**src/adc_routing_pkg.sv**
```systemverilog
// Constants and types for the ADC input routing register bank
`default_nettype none
package adc_routing_pkg;
  // Register locations (indices); byte address is four times these
  localparam logic [7:0] IDX_PAGE  = 8'h00; // Page selector, every page
  localparam logic [7:0] IDX_TRSV  = 8'h01; // Touch page reserved
  localparam logic [7:0] IDX_POS   = 8'h30; // Positive terminal select
  localparam logic [7:0] IDX_NEG   = 8'h31; // Negative terminal select
  localparam logic [7:0] IDX_TERM  = 8'h32; // Termination and status
  // Pages that hold registers of this block
  localparam logic [7:0] PG_ANALOG = 8'h01;
  localparam logic [7:0] PG_TOUCH  = 8'h03;
  // Field positions
  localparam int F_HI_LSB  = 6; // D7-D6
  localparam int F_MID_LSB = 4; // D5-D4
  localparam int F_LO_LSB  = 2; // D3-D2
  localparam int T_MIC_BIT = 7; // D7
  localparam int T_AX1_BIT = 6; // D6
  localparam int T_AX2_BIT = 5; // D5
  localparam int T_DONE    = 0; // D0, read only
  // Writable bits; reserved bits always read zero
  localparam logic [7:0] POS_WMASK = 8'hFC;
  localparam logic [7:0] NEG_WMASK = 8'hF0;
  localparam logic [7:0] TRM_WMASK = 8'hE0;
  // Reset values
  localparam logic [7:0] RST_BYTE  = 8'h00;
  // Route code meaning not routed
  localparam logic [1:0] RT_OFF    = 2'h0;
  // Gain settling time after a routing change
  localparam int CLK_MHZ   = 100;
  localparam int SETTLE_NS = 1000;
  localparam int SETTLE_CYC = (SETTLE_NS * CLK_MHZ + 999) / 1000;
  // Analog switch controls
  typedef struct packed {
    logic [1:0] mic_p;   // microphone_input to positive terminal
    logic [1:0] auxiliary_input_one_p;  // auxiliary_input_one to positive terminal
    logic [1:0] auxiliary_input_two_p;  // auxiliary_input_two to positive terminal
    logic [1:0] cm_n;    // common_mode_reference to negative terminal
    logic [1:0] auxiliary_input_two_n;  // auxiliary_input_two to negative terminal
    logic       mic_cm;  // Tie microphone_input to common mode
    logic       auxiliary_input_one_cm; // Tie auxiliary_input_one to common mode
    logic       auxiliary_input_two_cm; // Tie auxiliary_input_two to common mode
  } route_ctl_t;
endpackage
`default_nettype wire

```
**src/adc_input_routing_regs.sv**
```systemverilog
// AHB-Lite register bank that steers the ADC input routing switches
//
// Contract
// - microphone_input positive route code at D7-D6
// - auxiliary_input_one positive route code at D5-D4
// - auxiliary_input_two positive route code at D3-D2
// - common_mode_reference negative route code at D7-D6
// - auxiliary_input_two negative route code at D5-D4
// - D7 ties idle microphone_input to common mode
// - D6 ties idle auxiliary_input_one to common mode
// - D5 ties idle auxiliary_input_two to common mode
// - D0 reads one once gains applied
// - location 0 is eight-bit page selector
//
// The AHB-Lite interface to the registers was decided locally.
`timescale 1ns/1ps
`default_nettype none
module adc_input_routing_regs
  import adc_routing_pkg::*;
#(
  parameter int SETTLE_CYCLES = SETTLE_CYC // Gain settling count
) (
  input  wire logic        clk,
  input  wire logic        rst,
  // AHB-Lite slave
  input  wire logic        hsel,
  input  wire logic [31:0] haddr,
  input  wire logic [1:0]  htrans,
  input  wire logic        hwrite,
  input  wire logic [2:0]  hsize,
  input  wire logic [31:0] hwdata,
  input  wire logic        hready,
  output logic             hreadyout,
  output logic [31:0]      hrdata,
  output logic             hresp,
  // Analog bypass usage, same clock domain
  input  wire logic        byp_mic,
  input  wire logic        byp_auxiliary_input_one,
  // Analog switch controls and current page
  output route_ctl_t       ctl,
  output logic [7:0]       page
);

  ////////////////////////////////////////////////////////////
  // State

  // All state of the block in one record
  typedef struct packed {
    logic [7:0]  page;  // Page selector
    logic [7:0]  pos;   // Positive terminal select
    logic [7:0]  neg;   // Negative terminal select
    logic [2:0]  term;  // Termination bits D7-D5
    logic [15:0] cnt;   // Settling countdown
    logic        done;  // Gains applied
    logic        wr;    // Write data phase pending
    logic [7:0]  widx;  // Location of that write
    logic [31:0] rdata; // Read data for the bus
    logic        rdy;   // Ready toward the bus
    route_ctl_t  ctl;   // Registered switch controls
  } regs_state_t;

  // Counter start value at its own width
  localparam logic [15:0] CNT_LOAD = 16'(SETTLE_CYCLES);

  // Value after reset: the counter runs so that gains settle
  localparam regs_state_t ST_RST = '{
    page:  RST_BYTE,
    pos:   RST_BYTE,
    neg:   RST_BYTE,
    term:  3'h0,
    cnt:   CNT_LOAD,
    done:  1'b0,
    wr:    1'b0,
    widx:  8'h00,
    rdata: 32'h0000_0000,
    rdy:   1'b1,
    ctl:   '0
  };

  regs_state_t s_r;   // Current state
  regs_state_t s_nxt; // Next state

  ////////////////////////////////////////////////////////////
  // Bus decode

  // A transfer is taken when selected, active and bus ready
  logic       take;
  logic [7:0] aidx; // Location addressed
  assign take = hsel && hready && htrans[1];
  assign aidx = haddr[9:2];

  // Read mux over the stored state
  function automatic logic [7:0] rd_byte(
    input regs_state_t st,
    input logic [7:0]  idx
  );
    logic [7:0] v;
    v = 8'h00;
    if (idx == IDX_PAGE) begin
      // Page selector answers on every page
      v = st.page;
    end else if (st.page == PG_ANALOG) begin
      case (idx)
        IDX_POS: v = st.pos;
        IDX_NEG: v = st.neg;
        // Status bit sits under the termination bits
        IDX_TERM: v = {st.term, 4'h0, st.done};
        default: v = 8'h00;
      endcase
    end
    return v;
  endfunction

  ////////////////////////////////////////////////////////////
  // Next state

  // Write data phase, settling, address phase, switch drive
  always_comb begin
    s_nxt = s_r;
    s_nxt.wr = 1'b0;
    s_nxt.rdy = 1'b1;

    // Settling countdown
    if (s_r.cnt != 16'h0000) begin
      s_nxt.cnt = s_r.cnt - 16'h0001;
    end

    // Data phase of a write: hwdata stands now
    if (s_r.wr) begin
      if (s_r.widx == IDX_PAGE) begin
        // Any of 256 pages may be chosen
        s_nxt.page = hwdata[7:0];
      end else if (s_r.page == PG_ANALOG) begin
        case (s_r.widx)
          IDX_POS: begin
            // Reserved bits masked off
            s_nxt.pos = hwdata[7:0] & POS_WMASK;
          end
          IDX_NEG: begin
            s_nxt.neg = hwdata[7:0] & NEG_WMASK;
          end
          IDX_TERM: begin
            // D0 is read only; writes to it are dropped
            s_nxt.term = hwdata[7:5];
          end
          default: begin
            // Reserved locations keep nothing
          end
        endcase
      end
    end

    // A change of routing changes PGA gain: restart settling
    if ((s_nxt.pos != s_r.pos) || (s_nxt.neg != s_r.neg)) begin
      s_nxt.cnt = CNT_LOAD;
    end
    s_nxt.done = (s_nxt.cnt == 16'h0000);

    // Address phase
    if (take) begin
      if (hwrite) begin
        s_nxt.wr = 1'b1;
        s_nxt.widx = aidx;
      end else begin
        // Read data is prepared for the following data phase
        s_nxt.rdata = {24'h00_0000, rd_byte(s_r, aidx)};
      end
    end

    // Switch controls straight from the stored fields
    s_nxt.ctl.mic_p  = s_nxt.pos[F_HI_LSB +: 2];
    s_nxt.ctl.auxiliary_input_one_p = s_nxt.pos[F_MID_LSB +: 2];
    s_nxt.ctl.auxiliary_input_two_p = s_nxt.pos[F_LO_LSB +: 2];
    s_nxt.ctl.cm_n   = s_nxt.neg[F_HI_LSB +: 2];
    s_nxt.ctl.auxiliary_input_two_n = s_nxt.neg[F_MID_LSB +: 2];

    // Idle inputs: tie to common mode only when unused
    s_nxt.ctl.mic_cm = s_nxt.term[T_MIC_BIT - 5]
      && (s_nxt.ctl.mic_p == RT_OFF)
      && !byp_mic;
    s_nxt.ctl.auxiliary_input_one_cm = s_nxt.term[T_AX1_BIT - 5]
      && (s_nxt.ctl.auxiliary_input_one_p == RT_OFF)
      && !byp_auxiliary_input_one;
    // Second auxiliary input has no bypass path
    s_nxt.ctl.auxiliary_input_two_cm = s_nxt.term[T_AX2_BIT - 5]
      && (s_nxt.ctl.auxiliary_input_two_p == RT_OFF)
      && (s_nxt.ctl.auxiliary_input_two_n == RT_OFF);
  end

  ////////////////////////////////////////////////////////////
  // Registers

  // Synchronous reset of the whole record
  always_ff @(posedge clk) begin
    if (rst) begin
      s_r <= ST_RST;
    end else begin
      s_r <= s_nxt;
    end
  end

  // Outputs from flip-flops; hresp is tied to OKAY
  assign hreadyout = s_r.rdy;
  assign hrdata    = s_r.rdata;
  assign hresp     = 1'b0;
  assign ctl       = s_r.ctl;
  assign page      = s_r.page;
endmodule
`default_nettype wire

```
**config.mk**
```make
export PLATFORM = sky130hd
export DESIGN_NAME = adc_input_routing_regs
export DESIGN_NICKNAME = d
export VERILOG_FILES = /design/src/adc_routing_pkg.sv /design/src/adc_input_routing_regs.sv
export SDC_FILE = /design/constraint.sdc
export NUM_CORES = 1
export LEC_CHECK = 0
export ABC_CLOCK_PERIOD_IN_PS = 2900
export BUFFER_PORTS_ARGS = -buffer_cell sky130_fd_sc_hd__buf_2
export CELL_PAD_IN_SITES_DETAIL_PLACEMENT = 1
export CELL_PAD_IN_SITES_GLOBAL_PLACEMENT = 2
export CORE_ASPECT_RATIO = 1.25
export CORE_UTILIZATION = 27
export DETAILED_ROUTE_END_ITERATION = 12
export GPL_TIMING_DRIVEN = 0
export MAX_ROUTING_LAYER = met4
export PLACE_DENSITY_LB_ADDON = 0.1
export SYNTH_ARGS = -nofsm -noshare
export SYNTH_HDL_FRONTEND = slang
export SYNTH_SLANG_ARGS = --single-unit
```
**constraint.sdc**
```tcl
create_clock -name clk -period 2.9 [get_ports clk]
set_input_delay 0.29 -clock clk [delete_from_list [all_inputs] [get_ports clk]]
set_output_delay 0.29 -clock clk [all_outputs]
set_load 0.005 [all_outputs]
```
==> impl_metrics.env, run 1 <==
export IMPL_route_detailed_vias_per_inst=4.513
export IMPL_async_flop_share=0
export IMPL_die_area_um2=13520
export IMPL_timing_critical_path_arrival_ns=2.82
export IMPL_final_worst_path_period_need_ns=2.596
export IMPL_num_fill_cells=1562
export IMPL_min_to="ctl[1]"
export IMPL_cap_viol_max_count=0
export IMPL_r2r_setup_slack_ns=0.30
export IMPL_top_flip_flop_cell_by_instance_count_after_synthesis="sky130_fd_sc_hd__dfxtp_1"
export IMPL_synth_top_cell_by_area="sky130_fd_sc_hd__dfxtp_1"
export IMPL_seq_area_frac_synth=0.3635
export IMPL_place_area_um2=4055
export IMPL_critical_path_required_ns=3.12
export IMPL_netlist_area_um2=3525
export IMPL_tightest_slew_ns=0.8685
export IMPL_area_growth_pct=22.65
export IMPL_grt_first_pass_wirelength_um=16820
export IMPL_r2r_worst_path_cells=8
export IMPL_die_h_um=129.7
export IMPL_crit_path_start_kind="flip-flop"
export IMPL_gp_congestion=0.8127
export IMPL_floorplan_core_area_um2=12720
export IMPL_skew_ns=0.005172
export IMPL_final_setup_viol_count=0
export IMPL_grt_setup_unrepaired="no"
export IMPL_synth_unique_cells=55
export IMPL_power_frac_seq=0.438
export IMPL_root_buffer="sky130_fd_sc_hd__clkbuf_16"
export IMPL_antenna_cells_inserted=0
export IMPL_total_chip_power_uw=2095
export IMPL_reg2reg_to="s_r[55]"
export IMPL_worstReg2RegStart="s_r[56]"
export IMPL_core_rowCount=46
export IMPL_sequential_cell_area_um2=1281
export IMPL_multi_input_comb_area_um2=1827
export IMPL_layout_drive_gt1_share=0.2529
export IMPL_total_leakage_power_uw=0.001871
export IMPL_hold_path_cell_cnt=2
export IMPL_power_internal_uw=1585
export IMPL_path_class="reg2reg"
export IMPL_floorplan_io_pins=131
export IMPL_insertion_delay_ns=0.33
export IMPL_total_power_divided_by_cell_area_nw_per_um2=484.5
export IMPL_period_share=0.8952
export IMPL_horiz_die_dim_um=104.2
export IMPL_htreeDepth=3
export IMPL_cts_tree="done"
export IMPL_clk_pin_slew_ns=0.05
export IMPL_cts_made_buffers=9
export IMPL_grt_pass1_vias=3261
export IMPL_status="complete, no violations"
export IMPL_drt_wirelength_per_cell_um=14.74
export IMPL_finalHoldViolCount=0
export IMPL_synth_most_common_cell="sky130_fd_sc_hd__dfxtp_1"
export IMPL_hold_start="byp_auxiliary_input_one"
export IMPL_count_of_hold_buffers_inserted_by_post_cts_repair=0
export IMPL_layout_cell_area_non_filler_um2=4323
export IMPL_global_routing_met2_resource_utilization=0.3102
export IMPL_initial_antenna_violation_count=0
export IMPL_wl_um=10050
export IMPL_endpoint_kind="flip-flop"
export IMPL_clock_sinks=64
export IMPL_dp_slack_ns=0.2268
export IMPL_final_max_slew_viol_count=0
export IMPL_count_of_flip_flops_with_a_built_in_enable_after_synthesis=0
export IMPL_drt_first_iter_violations=82
export IMPL_synth_warnings=0
export IMPL_min_delay_path_class="in2reg"
export IMPL_detail_route_antenna_nets=0
export IMPL_power_share_combinational=0.094
export IMPL_p_clk_frac=0.468
export IMPL_setup_total_neg_slack_ns=0
export IMPL_switching_power_uw=509.6
export IMPL_slew_limit_headroom=0.4157
export IMPL_syn_area_per_cell_um2=8.235
export IMPL_global_route_usage_total=0.1631
export IMPL_highest_fanout_seen_on_the_critical_path=6
export IMPL_worst_slack_ns=0.3039
export IMPL_yosys_top_cells_count="sky130_fd_sc_hd__dfxtp_1, sky130_fd_sc_hd__nor2_1, sky130_fd_sc_hd__buf_4"
export IMPL_layer_with_the_highest_usage_after_global_routing="met2"
export IMPL_drcViolationCount=0
export IMPL_globalRoute_totalOverflow=0
export IMPL_worst_vdd_ir_uv=221.8
export IMPL_cts_setup_buffers=0
export IMPL_synth_top_cells_by_area="sky130_fd_sc_hd__dfxtp_1, sky130_fd_sc_hd__buf_4, sky130_fd_sc_hd__nor2_1"
export IMPL_power_share_switching=0.2433
export IMPL_drt_pre_antenna_iters=4
export IMPL_nets_final=587
export IMPL_grt_start_max_net_pins=11
export IMPL_synth_seq_cells=64
export IMPL_synthesis_instances=428
export IMPL_cts_resized=0
export IMPL_achievable_frequency_mhz=385.2
export IMPL_detailed_place_hpwl_um=8000
export IMPL_detailed_route_via_count=3078
export IMPL_gr_util_met1=0.1731
export IMPL_gr_met3_demand_resource=0.02797
export IMPL_initial_core_util=0.2771
export IMPL_io_buffers=46
export IMPL_cts_max_path_buffers=2
export IMPL_synthDominantCellAreaShare=0.3635
[power groups by stage]
stage	Sequential [uW]	Combinational, uW	Clock [uW]
final	918	197	980
after detailed placement	937	199	0
after global routing	921	222	1050
after CTS	918	199	1010
after global placement	937	196	0
after floorplan	930	138	0
[critical path, cell delays in order, from the launching register on]
cell and delay (ns):
sky130_fd_sc_hd__dfxtp_1 0.35, sky130_fd_sc_hd__inv_1 0.12, sky130_fd_sc_hd__ha_1 0.23, sky130_fd_sc_hd__or4b_2 0.66
sky130_fd_sc_hd__or4_4 0.48, sky130_fd_sc_hd__nand4_2 0.11, sky130_fd_sc_hd__xor2_1 0.24, sky130_fd_sc_hd__o21ai_1 0.12
sky130_fd_sc_hd__nor4_2 0.19
[flip-flops by register name, indices dropped and copies added, names as in the netlist]
name and count:
s_r 45, hrdata 8, page 8, ctl 3
[final cells by class]
class	count	area share
multi-input combinational	309	0.4226
sequential	64	0.2964
buffer	74	0.1143
clock buffer	16	0.06049
timing repair buffer	46	0.05326
tap	168	0.04863
inverter	5	0.004342
[how the worst max path moves through the flow]
stage	end	slack, ns	startpoint	cells past startpoint
CTS	ctl[0]	0.24	page[4]	6
global placement	s_r[55]	0.22	hwdata[5]	7
floorplan	s_r[55]	0.66	s_r[56]	8
finish	s_r[55]	0.30	s_r[56]	8
detailed placement	s_r[55]	0.23	hwdata[5]	7
global route	ctl[0]	0.08	page[4]	6
[through the flow]
stage	utilization	hold WS [ns]	instances
final	0.3399	0.1222	682
after global routing	0.3399	0.1203	682
after CTS	0.3394	0.1157	682
after detailed placement	0.3188	0.4626	666
after global placement	0.3188	0.4570	666
after floorplan	-	0.3685	452
[logic make-up after synthesis]
kind of cell | Yosys count | synth area share
AND/OR/NAND/NOR | 185 | 0.2751
buffers and inverters | 79 | 0.1455
flip-flops | 64 | 0.3635
AO/OA/AOI/OAI | 60 | 0.1079
multiplexers | 22 | 0.06390
XOR/XNOR | 14 | 0.03479
adder cells (fa/ha/maj) | 2 | 0.007099
other | 2 | 0.002131
[cells in the final DEF, fill, tap and decap left out, types with 3 or more instances in the layout]
master	instances
sky130_fd_sc_hd__xnor2_1	3
sky130_fd_sc_hd__nand4_1	4
sky130_fd_sc_hd__dfxtp_1	64
sky130_fd_sc_hd__mux2i_1	18
sky130_fd_sc_hd__o21ai_0	10
sky130_fd_sc_hd__a211oi_1	3
sky130_fd_sc_hd__clkbuf_1	20
sky130_fd_sc_hd__nand2_1	45
sky130_fd_sc_hd__and2_1	4
sky130_fd_sc_hd__nor2b_1	3
sky130_fd_sc_hd__nand2b_1	6
sky130_fd_sc_hd__inv_1	5
sky130_fd_sc_hd__conb_1	26
sky130_fd_sc_hd__mux2_2	4
sky130_fd_sc_hd__or4_1	5
sky130_fd_sc_hd__nor4_1	11
sky130_fd_sc_hd__nor4b_1	3
sky130_fd_sc_hd__nand3_1	7
sky130_fd_sc_hd__nor2_1	59
sky130_fd_sc_hd__buf_4	55
sky130_fd_sc_hd__o211ai_1	10
sky130_fd_sc_hd__buf_2	47
sky130_fd_sc_hd__nand3b_1	3
sky130_fd_sc_hd__a21oi_1	19
sky130_fd_sc_hd__xor2_1	11
sky130_fd_sc_hd__a22oi_1	8
sky130_fd_sc_hd__nor3_1	10
sky130_fd_sc_hd__clkbuf_16	9
sky130_fd_sc_hd__and3_1	4
[routing by layer]
layer | vias to the layer above | wire (um)
met5 | - | 0
met4 | 0 | 92
met3 | 8 | 247
met2 | 38 | 5487
met1 | 1460 | 4227
li1 | 1572 | -
(Power assumes the default switching activity.)
==> run 2, diff against run 1 <==
--- a/config.mk
+++ b/config.mk
@@ -15,6 +15,7 @@
 export GPL_TIMING_DRIVEN = 0
 export MAX_ROUTING_LAYER = met4
 export PLACE_DENSITY_LB_ADDON = 0.1
+export RECOVER_POWER = 100
 export SYNTH_ARGS = -nofsm -noshare
 export SYNTH_HDL_FRONTEND = slang
 export SYNTH_SLANG_ARGS = --single-unit
==> impl_metrics.env, run 2 (synthesized netlist as in run 1, its figures left out) <==
export IMPL_status="complete, no violations"
export IMPL_clock_sinks=64
export IMPL_grt_setup_unrepaired="no"
export IMPL_cts_max_path_buffers=2
export IMPL_count_of_hold_buffers_inserted_by_post_cts_repair=0
export IMPL_switching_power_uw=507.7
export IMPL_slowest_delay_ns=0.66
export IMPL_final_max_slew_viol_count=0
export IMPL_multi_input_comb_area_um2=1823
export IMPL_cts_resized=0
export IMPL_critical_path_required_ns=3.12
export IMPL_clk_pin_slew_ns=0.05
export IMPL_p_clk_frac=0.467
export IMPL_period_share=0.9169
export IMPL_cts_made_buffers=9
export IMPL_grt_first_pass_wirelength_um=16820
export IMPL_endpoint_kind="flip-flop"
export IMPL_cap_viol_max_count=0
export IMPL_worst_vdd_ir_uv=219.8
export IMPL_antenna_cells_inserted=0
export IMPL_root_buffer="sky130_fd_sc_hd__clkbuf_16"
export IMPL_slew_limit_headroom=0.3742
export IMPL_sequential_cell_area_um2=1281
export IMPL_total_power_divided_by_cell_area_nw_per_um2=485.9
export IMPL_achievable_frequency_mhz=376.1
export IMPL_floorplan_io_pins=131
export IMPL_area_growth_pct=22.15
export IMPL_min_delay_path_class="in2reg"
export IMPL_power_frac_seq=0.439
export IMPL_num_fill_cells=1567
export IMPL_die_h_um=129.7
export IMPL_cts_setup_buffers=0
export IMPL_io_buffers=46
export IMPL_wl_um=10070
export IMPL_gp_congestion=0.8127
export IMPL_nets_final=587
export IMPL_skew_ns=0.004623
export IMPL_registers_top_by_ff_count="s_r"
export IMPL_drt_wirelength_per_cell_um=14.77
export IMPL_drt_first_iter_violations=69
export IMPL_power_share_switching=0.2427
export IMPL_drt_pre_antenna_iters=4
export IMPL_timing_critical_path_cells="inv_1, ha_1, or4b_2, or4_1, nand4_2, xor2_1, o21ai_1, nor4_2"
export IMPL_initial_antenna_violation_count=0
export IMPL_htreeDepth=3
export IMPL_final_cell_count_no_fill=682
export IMPL_worst_path_dominant_cell_family="simple AND/OR/NAND/NOR gates"
export IMPL_grt_start_max_net_pins=11
export IMPL_total_leakage_power_uw=0.001826
export IMPL_timing_critical_path_arrival_ns=2.88
export IMPL_mostFrequentLayoutCells="sky130_fd_sc_hd__dfxtp_1, sky130_fd_sc_hd__nor2_1, sky130_fd_sc_hd__nand2_1, sky130_fd_sc_hd__buf_2, sky130_fd_sc_hd__buf_4"
export IMPL_floorplan_core_area_um2=12720
export IMPL_final_setup_viol_count=0
export IMPL_die_area_um2=13520
export IMPL_highest_fanout_seen_on_the_critical_path=6
export IMPL_numPlacedInstances=666
export IMPL_cts_tree="done"
export IMPL_globalRoute_totalOverflow=0
export IMPL_core_rowCount=46
export IMPL_layout_cell_area_non_filler_um2=4305
export IMPL_layout_core_utilization=0.3385
export IMPL_final_worst_path_period_need_ns=2.659
export IMPL_path_class="reg2reg"
export IMPL_finalHoldViolCount=0
export IMPL_detailed_route_via_count=3086
export IMPL_critical_path_n_buffers_inverters=1
export IMPL_power_internal_uw=1584
export IMPL_insertion_delay_ns=0.32
export IMPL_global_route_usage_total=0.1631
export IMPL_tightest_slew_ns=0.9302
export IMPL_grt_pass1_vias=3261
export IMPL_drcViolationCount=0
export IMPL_initial_core_util=0.2771
export IMPL_commonest_non_fill_non_tap_cell_in_the_layout="sky130_fd_sc_hd__dfxtp_1"
export IMPL_detailed_place_hpwl_um=8000
export IMPL_power_share_combinational=0.094
export IMPL_detail_route_antenna_nets=0
export IMPL_route_detailed_vias_per_inst=4.525
export IMPL_place_area_um2=4055
export IMPL_critical_path_slowest_stage_cell="sky130_fd_sc_hd__or4b_2"
export IMPL_setup_total_neg_slack_ns=0
export IMPL_crit_path_start_kind="flip-flop"
export IMPL_horiz_die_dim_um=104.2
export IMPL_largest_register_ffs=45
export IMPL_layout_drive_gt1_share=0.2393
-- run 2: power groups by stage --
stage,registers (uW),clock network [uW],logic (uW)
final,918,977,196
after detailed placement,937,0,199
after CTS,918,1010,199
after global routing,921,1050,221
after global placement,937,0,196
after floorplan,930,0,138
-- run 2: path summary, 6_finish.rpt --
path         slack [ns]                     from  depth (start not counted)       to
min                0.12  byp_auxiliary_input_one                          2   ctl[1]
min reg2reg        0.47                  s_r[51]                          2  s_r[51]
max reg2reg        0.24                  s_r[56]                          8  s_r[55]
max                0.24                  s_r[56]                          8  s_r[55]
-- run 2: routing by layer --
metal,GRT usage,share of wire
met1,0.1731,0.42
met2,0.3102,0.55
met3,0.02797,0.025
met4,0.04790,0.0091
met5,-,0
-- run 2: layout make-up --
type / count / area share
repair buffers: 46 / 0.05202
well taps: 168 / 0.04882
multi-input cells: 309 / 0.4234
clock buffers: 16 / 0.06074
plain buffers: 74 / 0.1130
inverters: 5 / 0.004359
flip-flops and latches: 64 / 0.2976
-- run 2: through the flow --
| step | hold WS (ns) | total power (uW) | worst slack [ns] |
|---|---|---|---|
| 3_5_place_dp | 0.4626 | 1135 | 0.2268 |
| 2_1_floorplan | 0.3685 | 1067 | 0.6587 |
| 6_report | 0.1242 | 2092 | 0.2411 |
| 5_1_grt | 0.1203 | 2193 | 0.06554 |
| 3_3_place_gp | 0.4570 | 1133 | 0.2248 |
| 4_1_cts | 0.1157 | 2125 | 0.2412 |
==> run 3, diff against run 2 <==
--- a/config.mk
+++ b/config.mk
@@ -5,12 +5,12 @@
 export SDC_FILE = /design/constraint.sdc
 export NUM_CORES = 1
 export LEC_CHECK = 0
-export ABC_CLOCK_PERIOD_IN_PS = 2900
+export ABC_CLOCK_PERIOD_IN_PS = 2300
 export BUFFER_PORTS_ARGS = -buffer_cell sky130_fd_sc_hd__buf_2
 export CELL_PAD_IN_SITES_DETAIL_PLACEMENT = 1
 export CELL_PAD_IN_SITES_GLOBAL_PLACEMENT = 2
 export CORE_ASPECT_RATIO = 1.25
-export CORE_UTILIZATION = 27
+export CORE_UTILIZATION = 25
 export DETAILED_ROUTE_END_ITERATION = 12
 export GPL_TIMING_DRIVEN = 0
 export MAX_ROUTING_LAYER = met4
==> constraint.sdc (replaced) <==
create_clock -name clk -period 2.3 [get_ports clk]
set_input_delay 0.23 -clock clk [delete_from_list [all_inputs] [get_ports clk]]
set_output_delay 0.23 -clock clk [all_outputs]
set_load 0.005 [all_outputs]
==> impl_metrics.env, run 3 (synthesized netlist as in run 1, its figures left out) <==
export IMPL_status="finished, violations left"
export IMPL_violations_in_the_final_reports="negative setup slack"
export IMPL_worst_vdd_ir_uv=284.2
export IMPL_insertion_delay_ns=0.33
export IMPL_grt_pass1_vias=3297
export IMPL_route_detailed_vias_per_inst=4.526
export IMPL_drt_wirelength_per_cell_um=15.38
export IMPL_grt_first_pass_wirelength_um=17350
export IMPL_endpoint_kind="flip-flop"
export IMPL_initial_antenna_violation_count=0
export IMPL_die_h_um=134.8
export IMPL_floorplan_io_pins=131
export IMPL_skew_ns=0.004715
export IMPL_drt_first_iter_violations=93
export IMPL_path_class="reg2reg"
export IMPL_crit_path_start_kind="flip-flop"
export IMPL_final_cell_count_no_fill=700
export IMPL_global_route_usage_total=0.1629
export IMPL_critical_path_required_ns=2.53
export IMPL_worst_slack_ns=-0.1254
export IMPL_io_buffers=46
export IMPL_htreeDepth=3
export IMPL_tightest_slew_ns=1.105
export IMPL_timing_critical_path_cells="inv_4, ha_4, or4b_4, or4_4, nand4_4, xor2_2, o21ai_2, nor4_2"
export IMPL_wl_um=10770
export IMPL_detail_route_antenna_nets=0
export IMPL_initial_core_util=0.2552
export IMPL_final_worst_path_period_need_ns=2.425
export IMPL_clk_pin_slew_ns=0.05
export IMPL_numPlacedInstances=673
export IMPL_die_area_um2=14580
export IMPL_cap_viol_max_count=0
export IMPL_finalHoldViolCount=0
export IMPL_layout_core_utilization=0.3298
export IMPL_achievable_frequency_mhz=412.3
export IMPL_grt_start_max_net_pins=11
export IMPL_area_growth_pct=29.25
export IMPL_grt_setup_unrepaired="yes"
export IMPL_largest_register_ffs=45
export IMPL_mostFrequentLayoutCells="sky130_fd_sc_hd__nor2_1, sky130_fd_sc_hd__dfxtp_1, sky130_fd_sc_hd__nand2_1, sky130_fd_sc_hd__buf_4, sky130_fd_sc_hd__buf_2"
export IMPL_horiz_die_dim_um=108.2
export IMPL_nets_final=598
export IMPL_root_buffer="sky130_fd_sc_hd__clkbuf_16"
export IMPL_slowest_delay_ns=0.59
export IMPL_floorplan_core_area_um2=13810
export IMPL_highest_fanout_seen_on_the_critical_path=5
export IMPL_clock_sinks=64
export IMPL_final_max_slew_viol_count=0
export IMPL_drcViolationCount=0
export IMPL_hold_worst_slack_ns=0.05199
export IMPL_total_leakage_power_uw=0.001927
export IMPL_detailed_place_hpwl_um=8259
export IMPL_total_chip_power_uw=2828
export IMPL_total_power_divided_by_cell_area_nw_per_um2=620.9
export IMPL_critical_path_slowest_stage_cell="sky130_fd_sc_hd__or4_4"
export IMPL_period_share=1.055
export IMPL_antenna_cells_inserted=0
export IMPL_drt_pre_antenna_iters=4
export IMPL_timing_critical_path_arrival_ns=2.65
export IMPL_detailed_route_via_count=3168
export IMPL_cts_max_path_buffers=2
export IMPL_cts_made_buffers=9
export IMPL_gp_congestion=0.8002
export IMPL_final_setup_viol_count=1
export IMPL_cts_tree="done"
export IMPL_min_delay_path_class="in2reg"
export IMPL_critical_path_n_buffers_inverters=1
export IMPL_worst_path_dominant_cell_family="simple AND/OR/NAND/NOR gates"
export IMPL_registers_top_by_ff_count="s_r"
export IMPL_core_rowCount=48
export IMPL_globalRoute_totalOverflow=0
export IMPL_slew_limit_headroom=0.2563
export IMPL_layout_drive_gt1_share=0.3048
[run 3: cell count changes in the layout (fill, tap and decap cells not counted), sizes merged]
cell,change
buf,+12
clkinv,+2
clkbuf,-4
bufinv,+1
[run 3: metal layers]
metal | vias up | part of all wire | routed length (um) | global-route usage
li1 | 1591 | - | - | -
met1 | 1520 | 0.41 | 4437 | 0.1758
met2 | 43 | 0.54 | 5864 | 0.2941
met3 | 14 | 0.023 | 248 | 0.02172
met4 | 0 | 0.020 | 216 | 0.07078
met5 | - | 0 | 0 | -
[run 3: final timing paths]
kind	endpoint	startpoint	slack [ns]	cells after the start
worst max-delay path	s_r[55]	s_r[56]	-0.13	8
worst min-delay path	ctl[1]	byp_auxiliary_input_one	0.05	2
worst min register to register	s_r[53]	s_r[53]	0.47	2
worst max register to register	s_r[55]	s_r[56]	-0.13	8
[run 3: area by class of cell]
cell class / instances / area (um2)
Fill cell: 1688 / 9258
Multi-Input combinational cell: 309 / 1911
Sequential cell: 64 / 1294
Buffer: 73 / 498.0
Timing Repair Buffer: 58 / 310.3
Clock buffer: 13 / 260.3
Tap cell: 175 / 219.0
Clock inverter: 3 / 40.04
Inverter: 5 / 23.77
[run 3: repair_timing]
item                                    CTS  global route
pin swaps                                 5             5
hold buffers                              0             0
buffers inserted                          4             9
endpoints found under the setup margin   23            15
resized for setup                        11            21
[run 3: through the flow]
stage,setup WS [ns],cell area [um2],TNS [ns]
after floorplan,0.05870,3615,0
after global placement,-0.4070,4064,-5.782
after detailed placement,-0.2925,4070,-3.908
after CTS,-0.1101,4449,-0.1101
after global routing,-0.2166,4556,-0.2166
final,-0.1254,4556,-0.1254
[run 3: where the power goes]
group,switching [uW],total (uW),leakage (uW),internal (uW)
sequential,26.8,1160,0.000520,1130
clock,494,1390,0.000150,895
combinational,156,279,0.00126,123
